`config.mk`:
```
export PLATFORM = sky130hd
export DESIGN_NAME = cia_can_irq_filter
export DESIGN_NICKNAME = d
export VERILOG_FILES = /design/src/cia_pkg.sv /design/src/cia_can_irq_filter.sv /design/src/cia_filter_match.sv /design/src/cia_irq.sv
export VERILOG_INCLUDE_DIRS = /design/src
export SDC_FILE = /design/constraint.sdc
export NUM_CORES = 2
export LEC_CHECK = 0
export BUFFER_PORTS_ARGS = -buffer_cell sky130_fd_sc_hd__buf_2
export CAP_MARGIN = 10
export CELL_PAD_IN_SITES_DETAIL_PLACEMENT = 1
export CELL_PAD_IN_SITES_GLOBAL_PLACEMENT = 1
export CORE_MARGIN = 10
export CORE_UTILIZATION = 35
export CTS_CLUSTER_DIAMETER = 30
export CTS_CLUSTER_SIZE = 10
export DETAILED_ROUTE_END_ITERATION = 10
export MAX_ROUTING_LAYER = met4
export PLACE_DENSITY_LB_ADDON = 0.1
export SLEW_MARGIN = 20
export SYNTH_ARGS = -nofsm -noshare
export SYNTH_HDL_FRONTEND = slang
export SYNTH_SLANG_ARGS = --single-unit
```
`constraint.sdc`:
```
create_clock -name clk_i -period 4.88 [get_ports clk_i]
set_input_delay 0.244 -clock clk_i [delete_from_list [all_inputs] [get_ports clk_i]]
set_output_delay 0.244 -clock clk_i [all_outputs]
set_load 0.05 [all_outputs]
```
`src/cia_consts.svh`:
```
// Register offsets, field positions, reset values and widths of the CAN irq/filter block
`ifndef CIA_CONSTS_SVH
`define CIA_CONSTS_SVH

// Register byte offsets
`define CIA_OFS_CONTROL 8'h00
`define CIA_OFS_INT 8'h04
`define CIA_OFS_FLT_EN 8'h08
`define CIA_OFS_MATCH 8'h0c
`define CIA_OFS_FLT_BASE 8'h40

// Control register fields
`define CIA_CTL_ON_BIT 15
`define CIA_CTL_MASK 32'h0000_8000
`define CIA_CTL_RESET 32'h0000_0000

// Interrupt register fields
`define CIA_INT_RESET 32'h0000_0000
`define CIA_INT_EN_LSB 16
`define CIA_INT_IMPL_MASK 16'hf80f
`define CIA_INT_SYSERR_BIT 12
`define CIA_INT_BADMSG_BIT 15

// Filter register fields
`define CIA_FLT_SID_MSB 31
`define CIA_FLT_SID_LSB 21
`define CIA_FLT_EXT_BIT 19
`define CIA_FLT_EID_MSB 17
`define CIA_FLT_EID_LSB 0
`define CIA_FLT_IMPL_MASK 32'hffeb_ffff
`define CIA_FLT_RESET 32'h0000_0000

// Sizes
`define CIA_NUM_FILTERS 16
`define CIA_FLT_EN_RESET 16'h0000

`endif

```
`src/cia_pkg.sv`:
```
// Types and shared functions of the CAN irq/filter block
`default_nettype none

package cia_pkg;

	// Events raised by the rest of the controller, one-cycle pulses
	typedef struct packed {
		logic bad_msg;
		logic bus_wake;
		logic bus_error;
		logic system_error;
		logic rx_overflow;
		logic mode_change;
		logic timestamp;
		logic rx_buffer;
		logic tx_buffer;
	} cia_evt_t;

	// Identifier of a received message
	typedef struct packed {
		logic ext_frame;
		logic [10:0] standard_identifier;
		logic [17:0] extended_identifier;
	} cia_rx_msg_t;

	// Wishbone request fields
	typedef struct packed {
		logic [7:0] adr;
		logic [31:0] dat;
		logic [3:0] sel;
		logic we;
	} cia_wb_req_t;

	// Byte-lane merge of write data
	function automatic logic [31:0] cia_merge(input logic [31:0] old_v, input logic [31:0] new_v,
		input logic [3:0] sel);
		logic [31:0] res;
		res = old_v;
		for (int i = 0; i < 4; i++) begin
			if (sel[i]) begin
				res[i*8 +: 8] = new_v[i*8 +: 8];
			end
		end
		return res;
	endfunction : cia_merge

endpackage : cia_pkg

`default_nettype wire

```
`src/cia_can_irq_filter.sv`:
```
// CAN interrupt register and acceptance filters behind a Wishbone slave
//
// Functional notes
// Bit 31 enables invalid message interrupt
// Bit 30 enables bus wake interrupt
// Bits 29, 28 enable bus and system error
// Bit 27 enables receive overflow interrupt
// Bits 19, 18 enable mode and timestamp
// Bits 17, 16 enable receive and transmit buffer
// Invalid message event sets flag bit 15
// System error flag clears only by module off
// Unused interrupt and filter bits read zero
// Sixteen identical acceptance filter registers
// Standard identifier bits 31:21 must match
// Bit 19 selects extended or standard frames
// Extended identifier bits 17:0 must match
// Filter writable only while filter disabled
// Interrupt asserted for any enabled set flag
// Match needs enable, type and identifier
//
// The register offsets and register access over Wishbone are this design's own decisions.
`include "cia_consts.svh"
`timescale 1ns/10ps
`default_nettype none

module cia_can_irq_filter #(
	parameter int NUM_FILTERS = `CIA_NUM_FILTERS
) (
	// Clock and reset
	input wire logic clk_i,
	input wire logic rst_i,
	// Wishbone slave
	input wire logic cyc_i,
	input wire logic stb_i,
	input wire logic we_i,
	input wire logic [7:0] adr_i,
	input wire logic [31:0] dat_i,
	input wire logic [3:0] sel_i,
	output logic [31:0] dat_o,
	output logic ack_o,
	// Controller events
	input wire cia_pkg::cia_evt_t evt_i,
	// Received message for filtering
	input wire logic rx_valid_i,
	input wire cia_pkg::cia_rx_msg_t rx_msg_i,
	// Results and state
	output logic [NUM_FILTERS-1:0] match_o,
	output logic match_valid_o,
	output logic module_on_o,
	output logic [NUM_FILTERS-1:0] filter_enable_o,
	output logic irq_o
);

	//////////////////////////////////////////////////////////////////////
	// Declarations
	cia_pkg::cia_wb_req_t req;
	logic access;
	logic wr_stb;
	logic [31:0] ctl_ff;
	logic [31:0] nxt_ctl;
	logic [NUM_FILTERS-1:0] flt_en_ff;
	logic [NUM_FILTERS-1:0] nxt_flt_en;
	logic [31:0] flt_ff [NUM_FILTERS];
	logic [31:0] nxt_flt [NUM_FILTERS];
	logic ack_ff;
	logic nxt_ack;
	logic [31:0] dat_ff;
	logic [31:0] nxt_dat;
	logic [NUM_FILTERS-1:0] hit;
	logic [NUM_FILTERS-1:0] match_ff;
	logic [NUM_FILTERS-1:0] nxt_match;
	logic match_valid_ff;
	logic nxt_match_valid;
	logic int_wr;
	logic [31:0] int_reg;
	logic irq_int;
	logic flt_sel;
	logic [3:0] flt_idx;
	logic [31:0] flt_en_merged;

	//////////////////////////////////////////////////////////////////////
	// Bus decode
	always_comb begin
		req.adr = adr_i;
		req.dat = dat_i;
		req.sel = sel_i;
		req.we = we_i;
		access = cyc_i && stb_i && !ack_ff;
		wr_stb = access && req.we;
		flt_sel = req.adr[7:6] == 2'(`CIA_OFS_FLT_BASE >> 6);
		flt_idx = req.adr[5:2];
		int_wr = wr_stb && (req.adr == `CIA_OFS_INT);
	end

	//////////////////////////////////////////////////////////////////////
	// Control and filter enable registers
	always_comb begin
		nxt_ctl = ctl_ff;
		nxt_flt_en = flt_en_ff;
		flt_en_merged = cia_pkg::cia_merge(32'(flt_en_ff), req.dat, req.sel);
		if (wr_stb && req.adr == `CIA_OFS_CONTROL) begin
			nxt_ctl = cia_pkg::cia_merge(ctl_ff, req.dat, req.sel) & `CIA_CTL_MASK;
		end
		if (wr_stb && req.adr == `CIA_OFS_FLT_EN) begin
			nxt_flt_en = flt_en_merged[NUM_FILTERS-1:0];
		end
	end

	always_ff @(posedge clk_i) begin
		if (rst_i) begin
			ctl_ff <= `CIA_CTL_RESET;
			flt_en_ff <= NUM_FILTERS'(`CIA_FLT_EN_RESET);
		end else begin
			ctl_ff <= nxt_ctl;
			flt_en_ff <= nxt_flt_en;
		end
	end

	//////////////////////////////////////////////////////////////////////
	// Acceptance filter patterns
	always_comb begin
		for (int n = 0; n < NUM_FILTERS; n++) begin
			nxt_flt[n] = flt_ff[n];
			if (wr_stb && flt_sel && flt_idx == 4'(n) && !flt_en_ff[n]) begin
				nxt_flt[n] = cia_pkg::cia_merge(flt_ff[n], req.dat, req.sel)
					& `CIA_FLT_IMPL_MASK;
			end
		end
	end

	always_ff @(posedge clk_i) begin
		for (int n = 0; n < NUM_FILTERS; n++) begin
			if (rst_i) begin
				flt_ff[n] <= `CIA_FLT_RESET;
			end else begin
				flt_ff[n] <= nxt_flt[n];
			end
		end
	end

	//////////////////////////////////////////////////////////////////////
	// Filter comparators
	for (genvar g = 0; g < NUM_FILTERS; g++) begin : g_flt
		cia_filter_match u_match (
			.pattern_i(flt_ff[g]),
			.filter_enable_i(flt_en_ff[g]),
			.msg_i(rx_msg_i),
			.hit_o(hit[g])
		);
	end

	always_comb begin
		nxt_match = match_ff;
		nxt_match_valid = rx_valid_i && ctl_ff[`CIA_CTL_ON_BIT];
		if (nxt_match_valid) begin
			nxt_match = hit;
		end
	end

	always_ff @(posedge clk_i) begin
		if (rst_i) begin
			match_ff <= '0;
			match_valid_ff <= 1'b0;
		end else begin
			match_ff <= nxt_match;
			match_valid_ff <= nxt_match_valid;
		end
	end

	//////////////////////////////////////////////////////////////////////
	// Interrupt register
	cia_irq u_irq (
		.clk_i(clk_i),
		.rst_i(rst_i),
		.wr_i(int_wr),
		.wdat_i(req.dat),
		.sel_i(req.sel),
		.module_on_i(ctl_ff[`CIA_CTL_ON_BIT]),
		.evt_i(evt_i),
		.reg_o(int_reg),
		.irq_o(irq_int)
	);

	//////////////////////////////////////////////////////////////////////
	// Read data and acknowledge
	always_comb begin
		nxt_ack = access;
		nxt_dat = 32'h0000_0000;
		if (access && !req.we) begin
			if (flt_sel) begin
				if (32'(flt_idx) < NUM_FILTERS) begin
					nxt_dat = flt_ff[flt_idx];
				end
			end else begin
				unique case (req.adr)
					`CIA_OFS_CONTROL: nxt_dat = ctl_ff;
					`CIA_OFS_INT: nxt_dat = int_reg;
					`CIA_OFS_FLT_EN: nxt_dat = 32'(flt_en_ff);
					`CIA_OFS_MATCH: nxt_dat = 32'(match_ff);
					default: nxt_dat = 32'h0000_0000;
				endcase
			end
		end
	end

	always_ff @(posedge clk_i) begin
		if (rst_i) begin
			ack_ff <= 1'b0;
			dat_ff <= 32'h0000_0000;
		end else begin
			ack_ff <= nxt_ack;
			dat_ff <= nxt_dat;
		end
	end

	//////////////////////////////////////////////////////////////////////
	// Outputs
	assign ack_o = ack_ff;
	assign dat_o = dat_ff;
	assign match_o = match_ff;
	assign match_valid_o = match_valid_ff;
	assign module_on_o = ctl_ff[`CIA_CTL_ON_BIT];
	assign filter_enable_o = flt_en_ff;
	assign irq_o = irq_int;

endmodule : cia_can_irq_filter

`default_nettype wire

```
`src/cia_filter_match.sv`:
```
// One acceptance filter comparator
`include "cia_consts.svh"
`timescale 1ns/10ps
`default_nettype none

module cia_filter_match (
	// Filter setting
	input wire logic [31:0] pattern_i,
	input wire logic filter_enable_i,
	// Message under test
	input wire cia_pkg::cia_rx_msg_t msg_i,
	// Result
	output logic hit_o
);

	logic sid_ok;
	logic eid_ok;
	logic type_ok;

	always_comb begin
		sid_ok = pattern_i[`CIA_FLT_SID_MSB:`CIA_FLT_SID_LSB] == msg_i.standard_identifier;
		eid_ok = pattern_i[`CIA_FLT_EID_MSB:`CIA_FLT_EID_LSB] == msg_i.extended_identifier;
		type_ok = pattern_i[`CIA_FLT_EXT_BIT] == msg_i.ext_frame;
		hit_o = filter_enable_i && sid_ok && eid_ok && type_ok;
	end

endmodule : cia_filter_match

`default_nettype wire

```
`src/cia_irq.sv`:
```
// Interrupt enables, sticky flags and interrupt output
`include "cia_consts.svh"
`timescale 1ns/10ps
`default_nettype none

module cia_irq (
	// Clock and reset
	input wire logic clk_i,
	input wire logic rst_i,
	// Register write
	input wire logic wr_i,
	input wire logic [31:0] wdat_i,
	input wire logic [3:0] sel_i,
	// Controller state and events
	input wire logic module_on_i,
	input wire cia_pkg::cia_evt_t evt_i,
	// Register view and interrupt
	output logic [31:0] reg_o,
	output logic irq_o
);

	logic [15:0] en_ff;
	logic [15:0] flag_ff;
	logic irq_ff;
	logic [15:0] nxt_en;
	logic [15:0] nxt_flag;
	logic nxt_irq;
	logic [15:0] set_v;
	logic [15:0] clr_v;
	logic [31:0] merged;

	//////////////////////////////////////////////////////////////////////
	// Next state
	always_comb begin
		set_v = 16'h0000;
		set_v[15] = evt_i.bad_msg;
		set_v[14] = evt_i.bus_wake;
		set_v[13] = evt_i.bus_error;
		set_v[12] = evt_i.system_error;
		set_v[11] = evt_i.rx_overflow;
		set_v[3] = evt_i.mode_change;
		set_v[2] = evt_i.timestamp;
		set_v[1] = evt_i.rx_buffer;
		set_v[0] = evt_i.tx_buffer;
		merged = cia_pkg::cia_merge({en_ff, 16'h0000}, wdat_i, sel_i);
		clr_v = 16'h0000;
		if (wr_i) begin
			clr_v = wdat_i[15:0] & {{8{sel_i[1]}}, {8{sel_i[0]}}};
		end
		clr_v[`CIA_INT_SYSERR_BIT] = !module_on_i;
		nxt_en = en_ff;
		if (wr_i) begin
			nxt_en = merged[31:16] & `CIA_INT_IMPL_MASK;
		end
		nxt_flag = ((flag_ff & ~clr_v) | set_v) & `CIA_INT_IMPL_MASK;
		nxt_irq = |(nxt_flag & nxt_en);
	end

	//////////////////////////////////////////////////////////////////////
	// Registers
	always_ff @(posedge clk_i) begin
		if (rst_i) begin
			en_ff <= 16'(`CIA_INT_RESET >> `CIA_INT_EN_LSB);
			flag_ff <= 16'h0000;
			irq_ff <= 1'b0;
		end else begin
			en_ff <= nxt_en;
			flag_ff <= nxt_flag;
			irq_ff <= nxt_irq;
		end
	end

	assign reg_o = {en_ff, flag_ff};
	assign irq_o = irq_ff;

endmodule : cia_irq

`default_nettype wire

```
==> impl_metrics.py <==
metrics = {
    "route": {
        "wl_met1_um": 63130,
        "avgRoutedWirePerCell_um": 33.88,
        "route.detailed.drc": 0,
        "viasPerCell": 5.947,
        "top_layer_used": "met4",
        "ant_nets": 0,
        "first_iter_violations": 2799,
        "dr_wl_met3_um": 10440,
        "wl_um": 163300,
        "drtPass1Iterations": 5,
        "routed-wl-met2_um": 77140,
        "vias": 28669,
    },
    "die": {
        "rows": 107,
        "initial_utilization_pct": 35.40,
        "core_area_mm2": 0.08541,
        "die_h_um": 313.9,
        "io_pins": 157,
        "chipWidth_um": 313.9,
        "dieArea_mm2": 0.09856,
    },
    "sta": {
        "worstMarginPinSlew_ns": 1.099,
        "worst_clock_skew_ns": 0.02292,
        "whs_ns": 0.01481,
        "layout_min_cycle_time_ns": 3.303,
        "timing.final.ws_setup_ns": 1.577,
        "rsz0062_at_grt": "false",
        "setup_tns_ns": 0,
        "slew_violations": 0,
        "fmax_mhz": 302.7,
        "relSlewSlack_pct": 26.73,
        "period_share_pct": 67.69,
        "hold_violations": 0,
        "setup_viol": 0,
    },
    "worst_setup_path": {
        "startpoint": "ack_o",
        "end_kind": "flop",
        "r2r_start": "ack_o",
        "cp-start-kind": "flop",
        "reg2reg_depth": 6,
        "cp.required_ns": 5.53,
        "crit_path_top_delay_cell": "nor3_2",
        "r2r_setup_slack_ns": 1.58,
        "crit_chain": "and4b_1 -> nand4_1 -> nor3_2 -> and2_1 -> nand2_1 -> a21oi_1",
        "r2r_end": "flt_ff[15][3]",
        "arrival_ns": 3.95,
        "criticalPathCategory": "reg2reg",
        "slowest_delay_ns": 0.83,
        "worst-path-max-fanout": 11,
    },
    "synth": {
        "syn_avg_cell_area_um2": 8.637,
        "synth_area_leader_cell": "dfxtp_1",
        "syn_nets": 3590,
        "ys_seq_area_share_pct": 37.40,
        "synth_top_area_share_pct": 37.40,
        "yosysMostFrequentCell": "nand2_1",
        "synth_edf_count": 0,
        "synth.distinct_cells": 48,
        "async_flop_share_pct": 0,
        "synthTopCellsByArea": "dfxtp_1 (37%), mux4_2 (11%), xnor2_1 (9.3%)",
        "synth_common_cells": "nand2_1 (705), dfxtp_1 (565), a21oi_1 (507)",
        "syn_area_mm2": 0.03024,
        "syn_inst": 3501,
        "synth-main-ff-cell": "dfxtp_1",
        "yosysWarningCount": 0,
        "synth-seq-cells": 565,
    },
    "final_layout": {
        "area_growth_pct": 22.36,
        "fin_cells": 4821,
        "drive_above_1_share_pct": 17.84,
        "nets": 3626,
        "multi_input_area_mm2": 0.01728,
        "fillCellCount": 9785,
        "seq_area_mm2": 0.01131,
    },
    "global_route": {
        "grt.overflow.total": 0,
        "antenna_found_initial": 18,
        "grt_pass1_vias": 29386,
        "grt_max_degree": 161,
        "grt_pass1_wl_um": 226800,
        "track_usage_pct": 33.23,
    },
    "pwr": {
        "p_per_area_mw_per_mm2": 441.6,
        "finalPower_mw": 16.34,
        "ir_drop_v": 0.0003087,
        "p_leak_nw": 12.58,
    },
    "clock_network": {
        "clk_pin_slew_worst_paths_ns": 0.04,
        "cts_made_buffers": 159,
        "post_cts_resized": 0,
        "htree_levels": 4,
        "cts_buffer_depth": 3,
        "postCtsSetupBuffers": 0,
        "clkLatencyLatePin_ns": 0.76,
        "cts_tree": "yes",
        "clock-sinks": 565,
        "ctsRootBufferMaster": "clkbuf_16",
    },
    "placed_design": {
        "dp_cells": 4500,
        "io_buffers": 154,
        "pre_cts_ws_ns": 1.696,
        "place.gp.congestion": 1.065,
        "hpwl_um": 119200,
    },
    "hold_path": {
        "hold_start": "dat_i[5]",
        "hold_path_depth": 3,
        "whs_endpoint": "flt_ff[2][5]",
        "hold_path.class": "in2reg",
    },
    "job": {
        "maxCapViolations": 0,
    },
    "outcome": {
        "status": "finished, final reports clean",
    },
}
-- cells by family (layout without fill, tap and decap cells) --
| group | after synthesis | count (layout) | synth area share [%] |
|---|---|---|---|
| AOI/OAI and AO/OA | 547 | 547 | 9.268 |
| xor gates and xnor gates | 480 | 480 | 13.90 |
| buffers and inverters | 354 | 519 | 5.586 |
| DFF | 565 | 565 | 37.40 |
| muxes | 190 | 190 | 12.58 |
| other | 1 | 12 | 0.01240 |
| and+or+nand+nor | 1364 | 1364 | 21.24 |
-- sequential cells by signal, indices dropped and copies added (netlist names) --
name / count
ctl_ff: 1
flt_ff: 480
match_valid_o: 1
dat_o: 31
u_irq.irq_o: 1
ack_o: 1
filter_enable_o: 16
u_irq.en_ff: 9
match_o: 16
u_irq.flag_ff: 9
-- layout by cell type, fill, tap and decap left out, types with 29 or more instances in the layout --
master,n
nor2_1,40
nand2_1,705
clkbuf_1,29
clkbuf_16,163
mux4_2,150
mux2i_1,31
xor2_1,160
buf_2,147
nand4_1,86
nand3_1,393
buf_4,51
a21oi_1,507
nor4_1,65
xnor2_1,320
dfxtp_1,565
clkbuf_8,36
-- area by class of cell --
type                            instances  area share [%]
Clock inverter                         63           2.296
Antenna cell                           11         0.07439
Tap cell                             1144           3.868
Timing Repair Buffer                  224           3.835
Clock buffer                          227           12.62
Multi-Input combinational cell       2582           46.69
Sequential cell                       565           30.57
Inverter                                5         0.05072
-- metrics by stage --
| stage | area (um^2) | utilization (%) |
|---|---|---|
| 4_1_cts | 36970 | 43.29 |
| 3_3_place_gp | 31260 | 36.59 |
| 2_1_floorplan | 30240 | - |
| 6_report | 37000 | 43.32 |
| 3_5_place_dp | 31260 | 36.59 |
| 5_1_grt | 37000 | 43.31 |
-- power breakdown --
| part | internal, mW | switching (mW) |
|---|---|---|
| Combinational | 0.248 | 0.767 |
| Sequential | 4.64 | 0.00686 |
| Clock | 7.43 | 3.25 |
-- worst max-delay path by stage --
stage,to,cells past startpoint
after global routing,flt_ff[15][3],6
after global placement,dat_o[1],6
after detailed placement,dat_o[1],6
final,flt_ff[15][3],6
after CTS,flt_ff[15][3],6
after floorplan,flt_ff[0][0],7
-- what timing repair did --
action	4_1_cts	5_1_grt
endpoints found under the setup margin	0	0
hold endpoints to repair	35	0
hold buffers	20	0
-- metal layers --
metal	vias to the layer above	global-route usage (%)
li1	12278	-
met1	14612	38.00
met2	1347	53.15
met3	432	4.869
met4	0	23.72
met5	-	-
-- critical path: cells and delay by family (launching register included) --
family / cells / cell delay [ns]
flops: 1 / 0.33
compound gates: 1 / 0.21
simple gates: 5 / 2.66
(Power assumes the default switching activity.)
